File: src/ebp_pkg.sv
// Shared constants for the external bus and port pin block
package ebp_pkg;

  // Register offsets
  localparam logic [15:0] OFS_PORT_A_VALUE = 16'h1000;
  localparam logic [15:0] OFS_PORT_A_DIRECTION = 16'h1001;
  localparam logic [15:0] OFS_PORT_G_VALUE = 16'h1002;
  localparam logic [15:0] OFS_PORT_G_DIRECTION = 16'h1003;
  localparam logic [15:0] OFS_PORT_B_VALUE = 16'h1004;
  localparam logic [15:0] OFS_PORT_F_VALUE = 16'h1005;
  localparam logic [15:0] OFS_PORT_C_VALUE = 16'h1006;
  localparam logic [15:0] OFS_PORT_C_DIRECTION = 16'h1007;
  localparam logic [15:0] OFS_PORT_D_VALUE = 16'h1008;
  localparam logic [15:0] OFS_PORT_D_DIRECTION = 16'h1009;
  localparam logic [15:0] OFS_PORT_E_VALUE = 16'h100a;
  localparam logic [15:0] OFS_BUS_CTRL = 16'h1040;
  localparam logic [15:0] OFS_BUS_STATUS = 16'h1041;

  // Field positions
  localparam int unsigned CTRL_CS_EN_BIT = 0;
  localparam int unsigned STAT_MODE_LSB = 0;
  localparam int unsigned STAT_STRETCH_BIT = 2;
  localparam int unsigned STAT_BUSY_BIT = 3;
  localparam int unsigned PORT_D_WIDTH = 6;

  // Values after reset
  localparam logic [7:0] PORT_RESET_VAL = 8'h00;
  localparam logic [7:0] DIR_RESET_VAL = 8'h00;
  localparam logic [7:0] CTRL_RESET_VAL = 8'h00;

  // Cycle counts in oscillator cycles
  localparam int unsigned OSC_DIV = 4;
  localparam int unsigned E_LOW_CYCLES = OSC_DIV / 2;
  localparam int unsigned E_HIGH_CYCLES = 2;
  localparam int unsigned E_STRETCH_CYCLES = 4;
  localparam int unsigned INSTR_MARK_CYCLES = OSC_DIV;
  localparam int unsigned RST_PULL_CYCLES_DEF = 16;

  // Operating mode, latched as {boot_sel_b, boot_sel_a}
  typedef enum logic [1:0] {
    EBP_MODE_BOOT = 2'b00,
    EBP_MODE_TEST = 2'b01,
    EBP_MODE_SINGLE = 2'b10,
    EBP_MODE_EXPANDED = 2'b11
  } ebp_mode_t;

  typedef enum logic [1:0] {
    EBP_BUS_IDLE,
    EBP_BUS_ADDR,
    EBP_BUS_DATA
  } ebp_bus_state_t;

endpackage

File: src/ebp_eclk_gen.sv
// Bus-phase clock generator with wait stretching
`timescale 1ns/1ps
module ebp_eclk_gen (
  input wire logic clk_sys_i, // Oscillator clock
  input wire logic rst_n_i, // Synchronous reset, active low
  input wire logic wait_i, // Stretch request
  output logic e_clk_o, // Bus-phase clock
  output logic strobe_n_o, // Inverted bus-phase clock
  output logic rise_o, // First cycle of high phase
  output logic fall_o, // First cycle of low phase
  output logic stretch_o // Current high phase is stretched
);
  import ebp_pkg::*;

  logic [2:0] cnt_r;
  logic [2:0] hi_len_r;

  // Low phase two cycles, high phase two or stretched
  always_ff @(posedge clk_sys_i) begin
    if (!rst_n_i) begin
      cnt_r <= 3'h0;
      e_clk_o <= 1'b0;
      strobe_n_o <= 1'b1;
      rise_o <= 1'b0;
      fall_o <= 1'b0;
      hi_len_r <= 3'(E_HIGH_CYCLES);
      stretch_o <= 1'b0;
    end else begin
      rise_o <= 1'b0;
      fall_o <= 1'b0;
      if (!e_clk_o && cnt_r == 3'(E_LOW_CYCLES - 1)) begin
        cnt_r <= 3'h0;
        e_clk_o <= 1'b1;
        strobe_n_o <= 1'b0;
        rise_o <= 1'b1;
        // Wait sampled at the rising edge
        hi_len_r <= wait_i ? 3'(E_STRETCH_CYCLES) : 3'(E_HIGH_CYCLES);
        stretch_o <= wait_i;
      end else if (e_clk_o && cnt_r == hi_len_r - 3'h1) begin
        cnt_r <= 3'h0;
        e_clk_o <= 1'b0;
        strobe_n_o <= 1'b1;
        fall_o <= 1'b1;
        stretch_o <= 1'b0;
      end else begin
        cnt_r <= cnt_r + 3'h1;
      end
    end
  end

endmodule // ebp_eclk_gen

File: src/ebp_bus_ports.sv
// External bus sequencer, mode latch and parallel port pins
//
// Operation
// - Bus clock is oscillator divided by four
// - Address in low phase, data in high
// - Data strobe is inverted bus clock
// - Wait high at rise stretches four cycles
// - Wait low: clock falls two cycles later
// - Reset pin pulled low on failures
// - Boot pins latched during reset select mode
// - First boot pin marks instruction start
// - Read/write output shows transfer direction
// - Port A bidirectional, inputs after reset
// - Port B outputs or upper address
// - Port C I/O or data bus
// - Port D six pins, I/O or serial
// - Port F outputs or lower address
// - Port G upper pins carry chip selects
//
// Local design decision: the address-and-strobe port.
`timescale 1ns/1ps
module ebp_bus_ports #(
  parameter int unsigned RST_PULL_CYCLES = ebp_pkg::RST_PULL_CYCLES_DEF
) (
  input wire logic clk_sys_i, // Oscillator clock, four times bus rate
  input wire logic rst_n_i, // Synchronous reset, active low
  input wire logic [15:0] reg_addr_i, // Register address
  input wire logic [7:0] reg_wdata_i, // Register write data
  input wire logic reg_wr_i, // Register write strobe
  input wire logic reg_rd_i, // Register read strobe
  output logic [7:0] reg_rdata_o, // Read data, cycle after strobe
  input wire logic ext_req_i, // External access request pulse
  input wire logic ext_we_i, // Request is a write
  input wire logic [15:0] ext_addr_i, // External address
  input wire logic [7:0] ext_wdata_i, // External write data
  output logic [7:0] ext_rdata_o, // External read data
  output logic ext_done_o, // Access finished pulse
  output logic ext_busy_o, // Access pending or running
  input wire logic instr_start_i, // Core starts an instruction
  input wire logic clk_mon_fail_i, // Clock monitor failure
  input wire logic watchdog_timer_fail_i, // Watchdog timeout
  input wire logic wait_i, // Bus stretch input
  output logic e_clk_o, // Bus-phase clock
  output logic inverted_phase_strobe_o, // Data strobe
  output logic rw_o, // High read, low write
  output logic reset_pin_o, // Reset pin drive value
  output logic reset_pin_oe_n_o, // Reset pin enable, low drives
  input wire logic boot_sel_a_i, // Boot select A pin level
  input wire logic boot_sel_b_i, // Boot select B pin level
  output logic instr_start_n_o, // Instruction mark drive value
  output logic instr_start_n_oe_n_o, // Instruction mark enable, low drives
  input wire logic [7:0] port_a_pins_i, // Port A pin levels
  output logic [7:0] port_a_pins_o, // Port A drive values
  output logic [7:0] port_a_pins_oe_n_o, // Port A enables, low drives
  output logic [7:0] port_b_pins_o, // Port B outputs
  input wire logic [7:0] port_c_pins_i, // Port C pin levels
  output logic [7:0] port_c_pins_o, // Port C drive values
  output logic [7:0] port_c_pins_oe_n_o, // Port C enables, low drives
  input wire logic [5:0] port_d_pins_i, // Port D pin levels
  output logic [5:0] port_d_pins_o, // Port D drive values
  output logic [5:0] port_d_pins_oe_n_o, // Port D enables, low drives
  input wire logic [5:0] serial_d_en_i, // Serial unit owns pin
  input wire logic [5:0] serial_d_out_i, // Serial unit drive value
  input wire logic [5:0] serial_d_drive_i, // Serial unit drives pin
  input wire logic [7:0] port_e_pins_i, // Port E pin levels
  output logic [7:0] port_f_pins_o, // Port F outputs
  input wire logic [7:0] port_g_pins_i, // Port G pin levels
  output logic [7:0] port_g_pins_o, // Port G drive values
  output logic [7:0] port_g_pins_oe_n_o, // Port G enables, low drives
  input wire logic [3:0] chip_sel_i, // Chip selects from decoder
  output logic [1:0] mode_o // Latched operating mode
);
  import ebp_pkg::*;

  logic [7:0] port_a_value_r;
  logic [7:0] port_a_direction_r;
  logic [7:0] port_b_value_r;
  logic [7:0] port_c_value_r;
  logic [7:0] port_c_direction_r;
  logic [5:0] port_d_value_r;
  logic [5:0] port_d_direction_r;
  logic [7:0] port_f_value_r;
  logic [7:0] port_g_value_r;
  logic [7:0] port_g_direction_r;
  logic [7:0] ctrl_r;
  ebp_mode_t mode_r;
  ebp_bus_state_t bus_r;
  logic pend_r;
  logic we_r;
  logic [15:0] addr_r;
  logic [7:0] wdata_r;
  logic [7:0] rd_nxt;
  logic [7:0] port_d_rd;
  logic [7:0] port_d_dir_rd;
  logic [$clog2(RST_PULL_CYCLES + 1)-1:0] pull_cnt_r;
  logic [2:0] mark_cnt_r;
  logic [1:0] hi_left_r;
  logic e_rise;
  logic e_fall;
  logic e_stretch;
  logic expanded;
  logic cs_en;
  logic drive_data;

  assign expanded = mode_r[0];
  assign cs_en = ctrl_r[CTRL_CS_EN_BIT];
  assign drive_data = expanded && we_r && e_clk_o &&
                      (e_rise ? bus_r == EBP_BUS_ADDR :
                                bus_r == EBP_BUS_DATA && hi_left_r != 2'h0);
  assign port_d_rd = {2'b00, (port_d_direction_r & port_d_value_r) |
                     (~port_d_direction_r & port_d_pins_i)};
  assign port_d_dir_rd = {2'b00, port_d_direction_r};

  ebp_eclk_gen u_eclk (
    .clk_sys_i (clk_sys_i),
    .rst_n_i (rst_n_i),
    .wait_i (wait_i),
    .e_clk_o (e_clk_o),
    .strobe_n_o (inverted_phase_strobe_o),
    .rise_o (e_rise),
    .fall_o (e_fall),
    .stretch_o (e_stretch)
  );

  // Mode pins sampled while reset is held
  always_ff @(posedge clk_sys_i) begin
    if (!rst_n_i) begin
      mode_r <= ebp_mode_t'({boot_sel_b_i, boot_sel_a_i});
    end
  end

  assign mode_o = mode_r;

  // Register writes
  always_ff @(posedge clk_sys_i) begin
    if (!rst_n_i) begin
      port_a_value_r <= PORT_RESET_VAL;
      port_a_direction_r <= DIR_RESET_VAL;
      port_b_value_r <= PORT_RESET_VAL;
      port_c_value_r <= PORT_RESET_VAL;
      port_c_direction_r <= DIR_RESET_VAL;
      port_d_value_r <= PORT_RESET_VAL[5:0];
      port_d_direction_r <= DIR_RESET_VAL[5:0];
      port_f_value_r <= PORT_RESET_VAL;
      port_g_value_r <= PORT_RESET_VAL;
      port_g_direction_r <= DIR_RESET_VAL;
      ctrl_r <= CTRL_RESET_VAL;
    end else if (reg_wr_i) begin
      unique case (reg_addr_i)
        OFS_PORT_A_VALUE: port_a_value_r <= reg_wdata_i;
        OFS_PORT_A_DIRECTION: port_a_direction_r <= reg_wdata_i;
        OFS_PORT_B_VALUE: port_b_value_r <= reg_wdata_i;
        OFS_PORT_C_VALUE: port_c_value_r <= reg_wdata_i;
        OFS_PORT_C_DIRECTION: port_c_direction_r <= reg_wdata_i;
        OFS_PORT_D_VALUE: port_d_value_r <= reg_wdata_i[5:0];
        OFS_PORT_D_DIRECTION: port_d_direction_r <= reg_wdata_i[5:0];
        OFS_PORT_F_VALUE: port_f_value_r <= reg_wdata_i;
        OFS_PORT_G_VALUE: port_g_value_r <= reg_wdata_i;
        OFS_PORT_G_DIRECTION: port_g_direction_r <= reg_wdata_i;
        OFS_BUS_CTRL: ctrl_r <= reg_wdata_i;
        default: ;
      endcase
    end
  end

  // Read mux; output bits read the latch, input bits the pin
  always_comb begin
    rd_nxt = 8'h00;
    unique case (reg_addr_i)
      OFS_PORT_A_VALUE: rd_nxt = (port_a_direction_r & port_a_value_r) |
                                 (~port_a_direction_r & port_a_pins_i);
      OFS_PORT_A_DIRECTION: rd_nxt = port_a_direction_r;
      OFS_PORT_B_VALUE: rd_nxt = port_b_value_r;
      OFS_PORT_C_VALUE: rd_nxt = (port_c_direction_r & port_c_value_r) |
                                 (~port_c_direction_r & port_c_pins_i);
      OFS_PORT_C_DIRECTION: rd_nxt = port_c_direction_r;
      OFS_PORT_D_VALUE: rd_nxt = port_d_rd;
      OFS_PORT_D_DIRECTION: rd_nxt = port_d_dir_rd;
      OFS_PORT_E_VALUE: rd_nxt = port_e_pins_i;
      OFS_PORT_F_VALUE: rd_nxt = port_f_value_r;
      OFS_PORT_G_VALUE: rd_nxt = (port_g_direction_r & port_g_value_r) |
                                 (~port_g_direction_r & port_g_pins_i);
      OFS_PORT_G_DIRECTION: rd_nxt = port_g_direction_r;
      OFS_BUS_CTRL: rd_nxt = ctrl_r;
      OFS_BUS_STATUS: begin
        rd_nxt[STAT_MODE_LSB +: 2] = mode_r;
        rd_nxt[STAT_STRETCH_BIT] = e_stretch;
        rd_nxt[STAT_BUSY_BIT] = ext_busy_o;
      end
      default: rd_nxt = 8'h00;
    endcase
  end

  // Read data stands one cycle only
  always_ff @(posedge clk_sys_i) begin
    if (!rst_n_i) begin
      reg_rdata_o <= 8'h00;
    end else begin
      reg_rdata_o <= reg_rd_i ? rd_nxt : 8'h00;
    end
  end

  // External bus sequencer, one access per bus cycle
  always_ff @(posedge clk_sys_i) begin
    if (!rst_n_i) begin
      bus_r <= EBP_BUS_IDLE;
      hi_left_r <= 2'h0;
      pend_r <= 1'b0;
      we_r <= 1'b0;
      addr_r <= 16'h0000;
      wdata_r <= 8'h00;
      ext_rdata_o <= 8'h00;
      ext_done_o <= 1'b0;
      ext_busy_o <= 1'b0;
    end else begin
      ext_done_o <= 1'b0;
      hi_left_r <= e_rise && e_stretch ? 2'(E_STRETCH_CYCLES - E_HIGH_CYCLES) :
                   hi_left_r - 2'(hi_left_r != 2'h0);
      if (ext_req_i && !ext_busy_o) begin
        pend_r <= 1'b1;
        ext_busy_o <= 1'b1;
        we_r <= ext_we_i;
        addr_r <= ext_addr_i;
        wdata_r <= ext_wdata_i;
      end else if (pend_r && !expanded) begin
        // No external bus in single-chip modes
        pend_r <= 1'b0;
        ext_busy_o <= 1'b0;
        ext_done_o <= 1'b1;
        ext_rdata_o <= 8'h00;
      end else begin
        unique case (bus_r)
          EBP_BUS_IDLE: begin
            if (pend_r && e_fall) begin
              pend_r <= 1'b0;
              bus_r <= EBP_BUS_ADDR;
            end
          end
          EBP_BUS_ADDR: begin
            if (e_rise) begin
              bus_r <= EBP_BUS_DATA;
            end
          end
          EBP_BUS_DATA: begin
            if (e_fall) begin
              bus_r <= EBP_BUS_IDLE;
              ext_busy_o <= 1'b0;
              ext_done_o <= 1'b1;
              ext_rdata_o <= we_r ? 8'h00 : port_c_pins_i;
            end
          end
          default: bus_r <= EBP_BUS_IDLE;
        endcase
      end
    end
  end

  // Direction and address outputs
  always_ff @(posedge clk_sys_i) begin
    if (!rst_n_i) begin
      rw_o <= 1'b1;
      port_b_pins_o <= 8'h00;
      port_f_pins_o <= 8'h00;
    end else begin
      rw_o <= !(expanded && bus_r != EBP_BUS_IDLE && we_r);
      port_b_pins_o <= expanded ? addr_r[15:8] : port_b_value_r;
      port_f_pins_o <= expanded ? addr_r[7:0] : port_f_value_r;
    end
  end

  // Per-bit pin drivers
  for (genvar i = 0; i < 8; i++) begin : g_pin
    always_ff @(posedge clk_sys_i) begin
      if (!rst_n_i) begin
        port_a_pins_o[i] <= 1'b0;
        port_a_pins_oe_n_o[i] <= 1'b1;
        port_c_pins_o[i] <= 1'b0;
        port_c_pins_oe_n_o[i] <= 1'b1;
      end else begin
        port_a_pins_o[i] <= port_a_value_r[i];
        port_a_pins_oe_n_o[i] <= !port_a_direction_r[i];
        if (expanded) begin
          port_c_pins_o[i] <= wdata_r[i];
          port_c_pins_oe_n_o[i] <= !drive_data;
        end else begin
          port_c_pins_o[i] <= port_c_value_r[i];
          port_c_pins_oe_n_o[i] <= !port_c_direction_r[i];
        end
      end
    end
    if (i >= 4) begin : g_cs
      always_ff @(posedge clk_sys_i) begin
        if (!rst_n_i) begin
          port_g_pins_o[i] <= 1'b0;
          port_g_pins_oe_n_o[i] <= 1'b1;
        end else if (cs_en) begin
          port_g_pins_o[i] <= chip_sel_i[i-4];
          port_g_pins_oe_n_o[i] <= 1'b0;
        end else begin
          port_g_pins_o[i] <= port_g_value_r[i];
          port_g_pins_oe_n_o[i] <= !port_g_direction_r[i];
        end
      end
    end else begin : g_gpio
      always_ff @(posedge clk_sys_i) begin
        if (!rst_n_i) begin
          port_g_pins_o[i] <= 1'b0;
          port_g_pins_oe_n_o[i] <= 1'b1;
        end else begin
          port_g_pins_o[i] <= port_g_value_r[i];
          port_g_pins_oe_n_o[i] <= !port_g_direction_r[i];
        end
      end
    end
    if (i < PORT_D_WIDTH) begin : g_pd
      always_ff @(posedge clk_sys_i) begin
        if (!rst_n_i) begin
          port_d_pins_o[i] <= 1'b0;
          port_d_pins_oe_n_o[i] <= 1'b1;
        end else if (serial_d_en_i[i]) begin
          port_d_pins_o[i] <= serial_d_out_i[i];
          port_d_pins_oe_n_o[i] <= !serial_d_drive_i[i];
        end else begin
          port_d_pins_o[i] <= port_d_value_r[i];
          port_d_pins_oe_n_o[i] <= !port_d_direction_r[i];
        end
      end
    end
  end

  // Reset pin pulled low for a minimum time on any failure
  always_ff @(posedge clk_sys_i) begin
    if (!rst_n_i) begin
      pull_cnt_r <= '0;
      reset_pin_o <= 1'b0;
      reset_pin_oe_n_o <= 1'b1;
    end else begin
      reset_pin_o <= 1'b0;
      if (clk_mon_fail_i || watchdog_timer_fail_i) begin
        pull_cnt_r <= ($bits(pull_cnt_r))'(RST_PULL_CYCLES);
        reset_pin_oe_n_o <= 1'b0;
      end else if (pull_cnt_r != '0) begin
        pull_cnt_r <= pull_cnt_r - 1'b1;
        reset_pin_oe_n_o <= (pull_cnt_r == ($bits(pull_cnt_r))'(1));
      end else begin
        reset_pin_oe_n_o <= 1'b1;
      end
    end
  end

  // Boot select A becomes open-drain instruction mark after reset
  always_ff @(posedge clk_sys_i) begin
    if (!rst_n_i) begin
      mark_cnt_r <= 3'h0;
      instr_start_n_o <= 1'b0;
      instr_start_n_oe_n_o <= 1'b1;
    end else begin
      instr_start_n_o <= 1'b0;
      if (instr_start_i) begin
        mark_cnt_r <= 3'(INSTR_MARK_CYCLES - 1);
        instr_start_n_oe_n_o <= 1'b0;
      end else if (mark_cnt_r != 3'h0) begin
        mark_cnt_r <= mark_cnt_r - 3'h1;
        instr_start_n_oe_n_o <= 1'b0;
      end else begin
        instr_start_n_oe_n_o <= 1'b1;
      end
    end
  end

endmodule // ebp_bus_ports

File: config.mk
export PLATFORM = sky130hd
export DESIGN_NAME = ebp_bus_ports
export DESIGN_NICKNAME = d
export VERILOG_FILES = /design/src/ebp_pkg.sv /design/src/ebp_eclk_gen.sv /design/src/ebp_bus_ports.sv
export SDC_FILE = /design/constraint.sdc
export NUM_CORES = 1
export LEC_CHECK = 0
export ABC_CLOCK_PERIOD_IN_PS = 2800
export BUFFER_PORTS_ARGS = -buffer_cell sky130_fd_sc_hd__buf_2
export CORE_UTILIZATION = 53
export DETAILED_ROUTE_END_ITERATION = 8
export GPL_TIMING_DRIVEN = 0
export HOLD_SLACK_MARGIN = 0.12
export PLACE_DENSITY = 0.83
export REMOVE_ABC_BUFFERS = 1
export SYNTH_ARGS = -nofsm -noshare
export SYNTH_HDL_FRONTEND = slang
export SYNTH_HIERARCHICAL = 1
export SYNTH_SLANG_ARGS = --single-unit
export TNS_END_PERCENT = 30
File: constraint.sdc
create_clock -name clk_sys_i -period 2.8 [get_ports clk_sys_i]
set_input_delay 0.14 -clock clk_sys_i [delete_from_list [all_inputs] [get_ports clk_sys_i]]
set_output_delay 0.14 -clock clk_sys_i [all_outputs]
set_load 0.005 [all_outputs]
Yosys cells after proc, flatten, opt, wreduce, memory -nomap -nowiden
Cells that the tools add are included.

word-level totals
  logic and storage cells = 311
  memory bits (writable) = 0
  ROM bits = 0
  memories = 0
  output and inout bits = 103
  register bits after elaboration = 232
  bits of input ports = 120
  bits in latches = 0

operators by class
  shift-type cells = 0
  $lt $le $gt $ge = 0
  multipliers = 0
  divide/modulo/power cells = 0
  bitwise logic cells = 19
  muxes and demuxes = 77
  $add $sub $neg = 5
  equality and inequality tests = 21
  reductions and logical operators = 90

operators with widths
  kind                                               number
  == test 16 x 13 -> 1 bit (second input constant)   13
  two-way mux 1 bit                                  59
  case mux 4 bit (13 select lines)                   1
  AND 8 bit                                          6
  two-way mux 8 bit                                  6
  case mux 4 bit (12 select lines)                   1
  logical NOT 1 bit                                  41
  AND reduction 2 bit                                14
  inverter 8 bit                                     3
  bitwise OR 8 bit                                   3
  nonzero test 3 bit                                 5
  nonzero test 2 bit                                 7
  AND 6 bit                                          2
  logical AND 1 bit                                  12
  two-way mux 2 bit                                  6
  two-way mux 5 bit                                  2
  OR reduction 2 bit                                 5
  inverter 6 bit                                     1
  bitwise OR 6 bit                                   1
  case mux 2 bit (3 select lines)                    1
  subtractor 3 x 1 -> 3 bit (second input constant)  2
  == test 5 x 1 -> 1 bit (second input constant)     1
  AND reduction 5 bit                                1
  nonzero test 5 bit                                 1
  15 further kinds                                   18

Logic depth before layout (Yosys ltp)
Gate-level depths: netlist of run 1.

  word-level depth = 6
  gate-level depth with buffers = 8
  depth with buffers taken out = 7

Cells and area by module
The synthesis of run 1 kept the hierarchy.

modules (own cells, without submodules)
  module         seq. area each (um2)  area each (um2)  times used  cells an instance
  ebp_bus_ports  4444.3                8842.2           1           1001
  ebp_eclk_gen   200.2                 391.6            1           37

Worst setup path after synthesis of run 1
No wires, ideal clock.

  path type = input-to-reg
  start = input reg_addr_i[5]
  end = register port_d_value_r[5]
  required time = 2670 ps
  arrival time = 1881 ps
  library setup time = 130 ps
  path buffers = 2
  slack = 789 ps
  stages = 7
  cells stage by stage = or4_4 buf_6 or3_4 buf_6 nor3_4 mux2i_1 nor2_1

on the way
  word-level cells in the longest chain between the ends = 2

RTL lines
  element                               RTL line              RTL
  from (decl)                           ebp_bus_ports.sv:27   input wire logic [15:0] reg_addr_i,
  == test 16 x 13 -> 1 bit              ebp_bus_ports.sv:149  unique case (reg_addr_i)
  AND reduction 2 bit (no source line)  --
  to (signal assigned)                  ebp_bus_ports.sv:142  port_d_value_r <= PORT_RESET_VAL[5:0];
  to (signal assigned)                  ebp_bus_ports.sv:155  OFS_PORT_D_VALUE: port_d_value_r <= reg_wdata_i[5:0];
  to (decl)                             ebp_bus_ports.sv:80   logic [5:0] port_d_value_r;

No other way between the ends.
A chain may end at the register's enable or synchronous reset.

Worst setup path in the final report of run 1
  start = input reg_addr_i[0]
  end = register port_f_value_r[1]

on the way
  word-level cells in the longest chain between the ends = 2

RTL lines
  element                               RTL line              RTL
  == test 16 x 13 -> 1 bit              ebp_bus_ports.sv:149
  AND reduction 2 bit (no source line)  --
  to (signal assigned)                  ebp_bus_ports.sv:157  OFS_PORT_F_VALUE: port_f_value_r <= reg_wdata_i;
  to (decl)                             ebp_bus_ports.sv:82   logic [7:0] port_f_value_r;

No other way between the ends.

==> run_results.csv, run 1 <==
group,metric,value,unit
pwr,p_leak,4.82,nW
setup_path,crit_path_max_incr_delay,0.84,ns
cells_and_area,largest-register,"addr_r",
sta,hold_violations,0,
setup_path,required,3.18,ns
setup_path,cpMaxStageDelayCell,"nor4_4",
pwr,p_int,5.56,mW
sta,fmax,380,MHz
cells_and_area,final_common_cell,"dfxtp_1",
detailed_routing,wl_per_cell,18.4,um
synthesis,synthCells,1038,
global_route,grt-ovfl-total,0,
synthesis,syn_area,9230,sq um
run_status,status,"finished, final reports clean",
cells_and_area,area_delta_synth_final,30.1,%
clocking,cts_max_path_buffers,3,
clocking,post_cts_buffers,0,
synthesis,synth_ff_type,"dfxtp_1",
sta,worst_pin_slew,1.22,ns
clocking,cts.sinks,231,
sta,finClkSkew,0.0159,ns
global_route,grt_use_total,0.311,
cells_and_area,largest_reg_flops,16,
detailed_routing,drc,0,
die,die_w,134,um
flow_run,drv_cap,0,
synthesis,yosys_warnings,6,
cells_and_area,nets,1424,
placed_design,io_buffers,220,
die,die_y,134,um
setup_path,crit_chain,"buf_2, nor2b_2, nand2_1, nor4_4, mux2i_1, nor2_1",
detailed_routing,first_pass_iters,5,
cells_and_area,instances_no_fill,1533,
synthesis,synth_largest_area_cell,"dfxtp_1",
synthesis,synth_top_area_frac,0.496,
hold_path,min_path_type,"in2reg",
cells_and_area,n_antenna_cell,0,
global_route,grt_first_pass_wirelength,44000,um
sta,slew_viol_final,0,
synthesis,synth-seq-cells,231,
setup_path,start_kind,"input port",
detailed_routing,vias_per_cell,5.66,
die,ios,223,
global_route,grt_pass1_vias,8400,
detailed_routing,ant_nets,0,
pwr,p_clk_frac,0.429,
pwr,swShare,0.240,
clocking,numCtsBuffers,24,
global_route,antenna_found_initial,3,
synthesis,yosys-top-cells-area,"dfxtp_1 50%, mux2i_1 10%, nand2_1 7.9%, a21oi_1 5.0%, nor2_1 4.3%",
clocking,clock_latency,0.52,ns
synthesis,synth-seq-area-share,0.503,
clocking,clk_pin_slew,0.06,ns
detailed_routing,dr.first_iter.drc_count,641,
sta,fin_crit,2.63,ns
setup_path,crit_type,"in2reg",
pwr,pwr-share-comb,0.098,
die,rows,47,
clocking,cts_tree,"done",
cells_and_area,layout_common_cells,"229 x dfxtp_1, 220 x buf_2, 194 x nand2_1",
pwr,power_switching,1.75,mW
setup_path,worst_ep_arrival_time,3.01,ns
synthesis,synth.avg_cell_area,8.90,sq um
detailed_routing,num_vias,8676,
placed_design,gp_congestion,0.911,
placed_design,dp.cells,1413,
clocking,ctsRootBufferMaster,"clkbuf_16",
die,start_util,0.549,
pwr,power_density,608,nW/um^2
die,die_area,18000,sq um
detailed_routing,wl,28200,um
synthesis,synth_edf_count,2,
cells_and_area,drive_above_1_share,0.225,
sta,grt_setup_unrepaired,"no",
pwr,pwr-share-seq,0.473,
setup_path,cp-end-kind,"flip-flop",
sta,layout_setup_ws,0.167,ns
global_route,grt_max_degree,100,
sta,post-route-period-util,0.940,
synthesis,synth.distinct_cells,67,
setup_path,path_max_fanout,48,
clocking,htreeDepth,1,
pwr,peakVddDrop,0.697,mV
sta,final-setup-viol-count,0,
placed_design,dp.final_hpwl,17800,um
die,core,16800,sq um
synthesis,postSynth.asyncResetShare,0,
sta,slew_headroom,0.178,
placed_design,dpl_worst_slack,-0.471,ns
==> repair_timing <==
action | in CTS | in global routing
setup endpoints to repair | 0 | 10
resized for setup | 0 | 2
hold buffers | 79 | 0
hold endpoints to repair | 148 | 0
==> final timing paths <==
| path | startpoint | to | slack, ns | cells after the start |
|---|---|---|---|---|
| max | reg_addr_i[0] | port_f_value_r[1] | 0.17 | 6 |
| min | port_e_pins_i[7] | reg_rdata_o[7] | 0.15 | 5 |
| max reg2reg | mode_o[0] | ext_rdata_o[5] | 0.67 | 6 |
| min reg2reg | port_g_direction_r[2] | port_g_pins_oe_n_o[2] | 0.42 | 1 |
==> worst max-delay path, delay by kind of cell <==
kind,cells,cell delay [ns]
multiplexers,1,0.27
buffers and inverters,1,0.77
AND/OR/NAND/NOR,4,1.80
==> logic make-up (layout without fill, tap and decap cells) <==
group / Yosys count / after routing / synth area share
muxes: 103 / 103 / 0.113
adders and majority gates: 6 / 6 / 0.00813
DFF: 231 / 231 / 0.503
and+or+nand+nor: 413 / 413 / 0.210
xor gates and xnor gates: 5 / 5 / 0.00474
buffers and inverters: 80 / 354 / 0.0354
AOI/OAI and AO/OA: 199 / 199 / 0.125
other: 1 / 2 / 0.000406
==> power groups by stage <==
stage | logic (mW) | clock network, mW | registers [mW]
after detailed placement | 0.612 | 0 | 3.53
final | 0.715 | 3.13 | 3.46
after CTS | 0.700 | 3.16 | 3.46
after floorplan | 0.296 | 0 | 3.52
after global routing | 0.777 | 3.29 | 3.47
after global placement | 0.562 | 0 | 3.54
==> layer usage <==
metal,vias up,GRT usage,part of all wire
met5,-,0,0.00096
met2,424,0.541,0.49
met1,4094,0.379,0.39
met4,4,0.129,0.037
met3,76,0.0559,0.082
li1,4078,-,-
==> Yosys cell counts, types with 3 or more instances <==
master / count
nor2b_1: 8
nor2_1: 106
xnor2_1: 4
or3b_2: 6
o2111ai_1: 3
o22ai_1: 3
o21a_1: 6
buf_2: 3
nor3b_1: 5
a22o_1: 8
nor4_4: 3
and2_1: 16
a211oi_1: 4
ha_1: 6
nand2_1: 194
mux2_2: 10
nor3_1: 12
a22oi_1: 7
o21ai_0: 51
inv_1: 10
nor4b_1: 4
a21oi_1: 93
nand3_1: 21
buf_1: 7
mux2i_1: 92
nand2b_1: 7
clkbuf_1: 56
dfxtp_1: 229
and3_1: 5
a31oi_1: 6
==> cell type report <==
class                      count  area, sq um
clock buffer                  32          702
clock inverter                 9         72.6
fill                        1287         4810
inverter                      10         42.5
multi-input combinational    728         4270
sequential                   231         4640
tap                          220          275
timing repair buffer         303         2000
==> metrics by stage <==
step / TNS (ns) / util / hold slack [ns] / total power, mW / area (sq um)
global placement: -303.35 / 0.614 / 0.318 / 4.10 / 10300
finish: 0 / 0.714 / 0.145 / 7.31 / 12000
detailed placement: -6.29 / 0.621 / 0.318 / 4.14 / 10400
global route: 0 / 0.714 / 0.190 / 7.53 / 12000
floorplan: -5.01 / - / 0.202 / 3.82 / 8950
CTS: 0 / 0.714 / 0.130 / 7.32 / 12000
No activity file was read; power rests on OpenSTA's default activity.
==> run 2: changes to the inputs <==
--- a/config.mk
+++ b/config.mk
@@ -7,11 +7,13 @@
 export LEC_CHECK = 0
 export ABC_CLOCK_PERIOD_IN_PS = 2800
 export BUFFER_PORTS_ARGS = -buffer_cell sky130_fd_sc_hd__buf_2
-export CORE_UTILIZATION = 53
+export CELL_PAD_IN_SITES_DETAIL_PLACEMENT = 0
+export CELL_PAD_IN_SITES_GLOBAL_PLACEMENT = 1
+export CORE_UTILIZATION = 40
 export DETAILED_ROUTE_END_ITERATION = 8
 export GPL_TIMING_DRIVEN = 0
 export HOLD_SLACK_MARGIN = 0.12
-export PLACE_DENSITY = 0.83
+export PLACE_DENSITY = 0.84
 export REMOVE_ABC_BUFFERS = 1
 export SYNTH_ARGS = -nofsm -noshare
 export SYNTH_HDL_FRONTEND = slang
==> run 2 against run 1 <==
Hold slack gained 0.0063 ns. Critical endpoint is now port_f_value_r[2]. Highest routed layer is now met4. Die area grew 32%. Clock skew grew 0.0033 ns. Global-route usage shrank 8.3 points. Core utilization shrank 18 points. Non-clock buffer count grew 1. Total power grew 2.2%. Register-to-register slack lost 0.15 ns.
==> run_results.csv, run 2 (same netlist as run 1, synthesis figures left out) <==
group,metric,value,unit
global_route,grt_use_total,0.229,
sta,slew_viol_final,0,
global_route,grt_max_degree,98,
pwr,total_power,7.47,mW
global_route,antenna_found_initial,1,
global_route,grt_first_pass_wirelength,42600,um
sta,post-route-period-util,0.924,
detailed_routing,dr.first_iter.drc_count,527,
setup_path,required,3.18,ns
cells_and_area,largest-register,"addr_r",
clocking,cts_max_path_buffers,3,
pwr,p_leak,4.83,nW
placed_design,dp.final_hpwl,18600,um
sta,final-setup-viol-count,0,
die,rows,55,
setup_path,worst_ep_arrival_time,2.97,ns
detailed_routing,drc,0,
clocking,cts.sinks,231,
sta,whs,0.152,ns
hold_path,min_path_type,"in2reg",
setup_path,path_max_fanout,48,
die,die_y,154,um
detailed_routing,first_pass_iters,5,
detailed_routing,wl_met1,12300,um
sta,grt_setup_unrepaired,"no",
clocking,post_cts_buffers,0,
sta,fmax,387,MHz
global_route,grt_pass1_vias,7805,
cells_and_area,drive_above_1_share,0.223,
sta,hold_violations,0,
detailed_routing,wl_per_cell,17.3,um
pwr,peakVddDrop,0.504,mV
cells_and_area,layout_common_cells,"229 x dfxtp_1, 220 x buf_2, 194 x nand2_1",
sta,fin_crit,2.59,ns
global_route,grt-ovfl-total,0,
detailed_routing,vias_per_cell,5.17,
cells_and_area,largest_reg_flops,16,
sta,finClkSkew,0.0192,ns
detailed_routing,ant_nets,0,
clocking,htreeDepth,1,
placed_design,io_buffers,220,
setup_path,crit_type,"in2reg",
die,die_area,23700,sq um
flow_run,drv_cap,0,
die,start_util,0.408,
clocking,ctsRootBufferMaster,"clkbuf_16",
detailed_routing,wl,27800,um
sta,slew_headroom,0.134,
die,die_w,154,um
cells_and_area,nets,1426,
cells_and_area,final_common_cell,"dfxtp_1",
clocking,cts_tree,"done",
detailed_routing,routed-wl-met3,1730,um
die,core,22600,sq um
clocking,clk_pin_slew,0.06,ns
setup_path,cp-end-kind,"flip-flop",
pwr,power_density,616,nW/um^2
run_status,status,"finished, final reports clean",
clocking,clock_latency,0.53,ns
sta,worst_pin_slew,1.29,ns
detailed_routing,top_layer_used,"met4",
die,ios,223,
detailed_routing,num_vias,8285,
clocking,numCtsBuffers,25,
cells_and_area,fill_cells,2077,
sta,layout_setup_ws,0.213,ns
setup_path,start_kind,"input port",
cells_and_area,instances_no_fill,1602,
detailed_routing,route.met2.wl,12700,um
placed_design,gp_congestion,0.835,
placed_design,dpl_worst_slack,-0.527,ns
cells_and_area,area_delta_synth_final,31.4,%
placed_design,dp.cells,1478,
run 2: cell count changes in the layout (fill, tap and decap cells not counted), sizes merged:
cell         previous run  this run
dlygate4sd3            79        80
inv                    10        11
clkinv                  7         5
bufinv                  1         3
clkbuf                 32        33
diode                   0         1
run 2: per-layer routing:
metal / vias to the layer above / global-route usage
met5: - / 0
met1: 3869 / 0.299
met3: 69 / 0.0400
met2: 276 / 0.375
met4: 0 / 0.0886
li1: 4071 / -
run 2: final timing paths:
check	from	end	slack, ns	cells after the start
hold / removal	port_e_pins_i[7]	reg_rdata_o[7]	0.15	5
setup / recovery	reg_addr_i[0]	port_f_value_r[2]	0.21	6
hold reg to reg	port_g_direction_r[2]	port_g_pins_oe_n_o[2]	0.41	1
setup reg to reg	mode_o[0]	ext_rdata_o[2]	0.52	6
run 2: where the power goes:
group          internal, mW  switching, mW  leakage (nW)
clock                  1.99           1.32         0.402
combinational         0.329          0.375          2.55
sequential             3.39         0.0731          1.88
run 2: worst max-delay path, cell delays in order:
cell and delay, ns:
buf_2 0.71, nor2b_2 0.65, nand2_1 0.26, nor4_4 0.85
mux2i_1 0.26, nor2_1 0.05
run 2: timing repair:
| item | CTS | global route |
|---|---|---|
| endpoints found under the hold margin | 155 | 0 |
| gates resized for setup | 0 | 1 |
| hold buffers | 80 | 0 |
| setup endpoints to repair | 0 | 8 |
run 2: stage by stage:
step                setup TNS (ns)   util  area, sq um
detailed placement           -6.61  0.464        10500
floorplan                    -5.01      -         8950
finish                           0  0.536        12100
global placement           -343.90  0.460        10400
global route                     0  0.536        12100
CTS                              0  0.536        12100
run 2: final cells by class:
cell class / instances / area (sq um) / share of cell area
sequential: 231 / 4640 / 0.383
tap: 285 / 357 / 0.0294
timing repair buffer: 304 / 2000 / 0.165
antenna: 1 / 2.50 / 0.000206
multi-input combinational: 728 / 4270 / 0.352
clock inverter: 10 / 131 / 0.0108
inverter: 10 / 42.5 / 0.00351
clock buffer: 33 / 686 / 0.0565
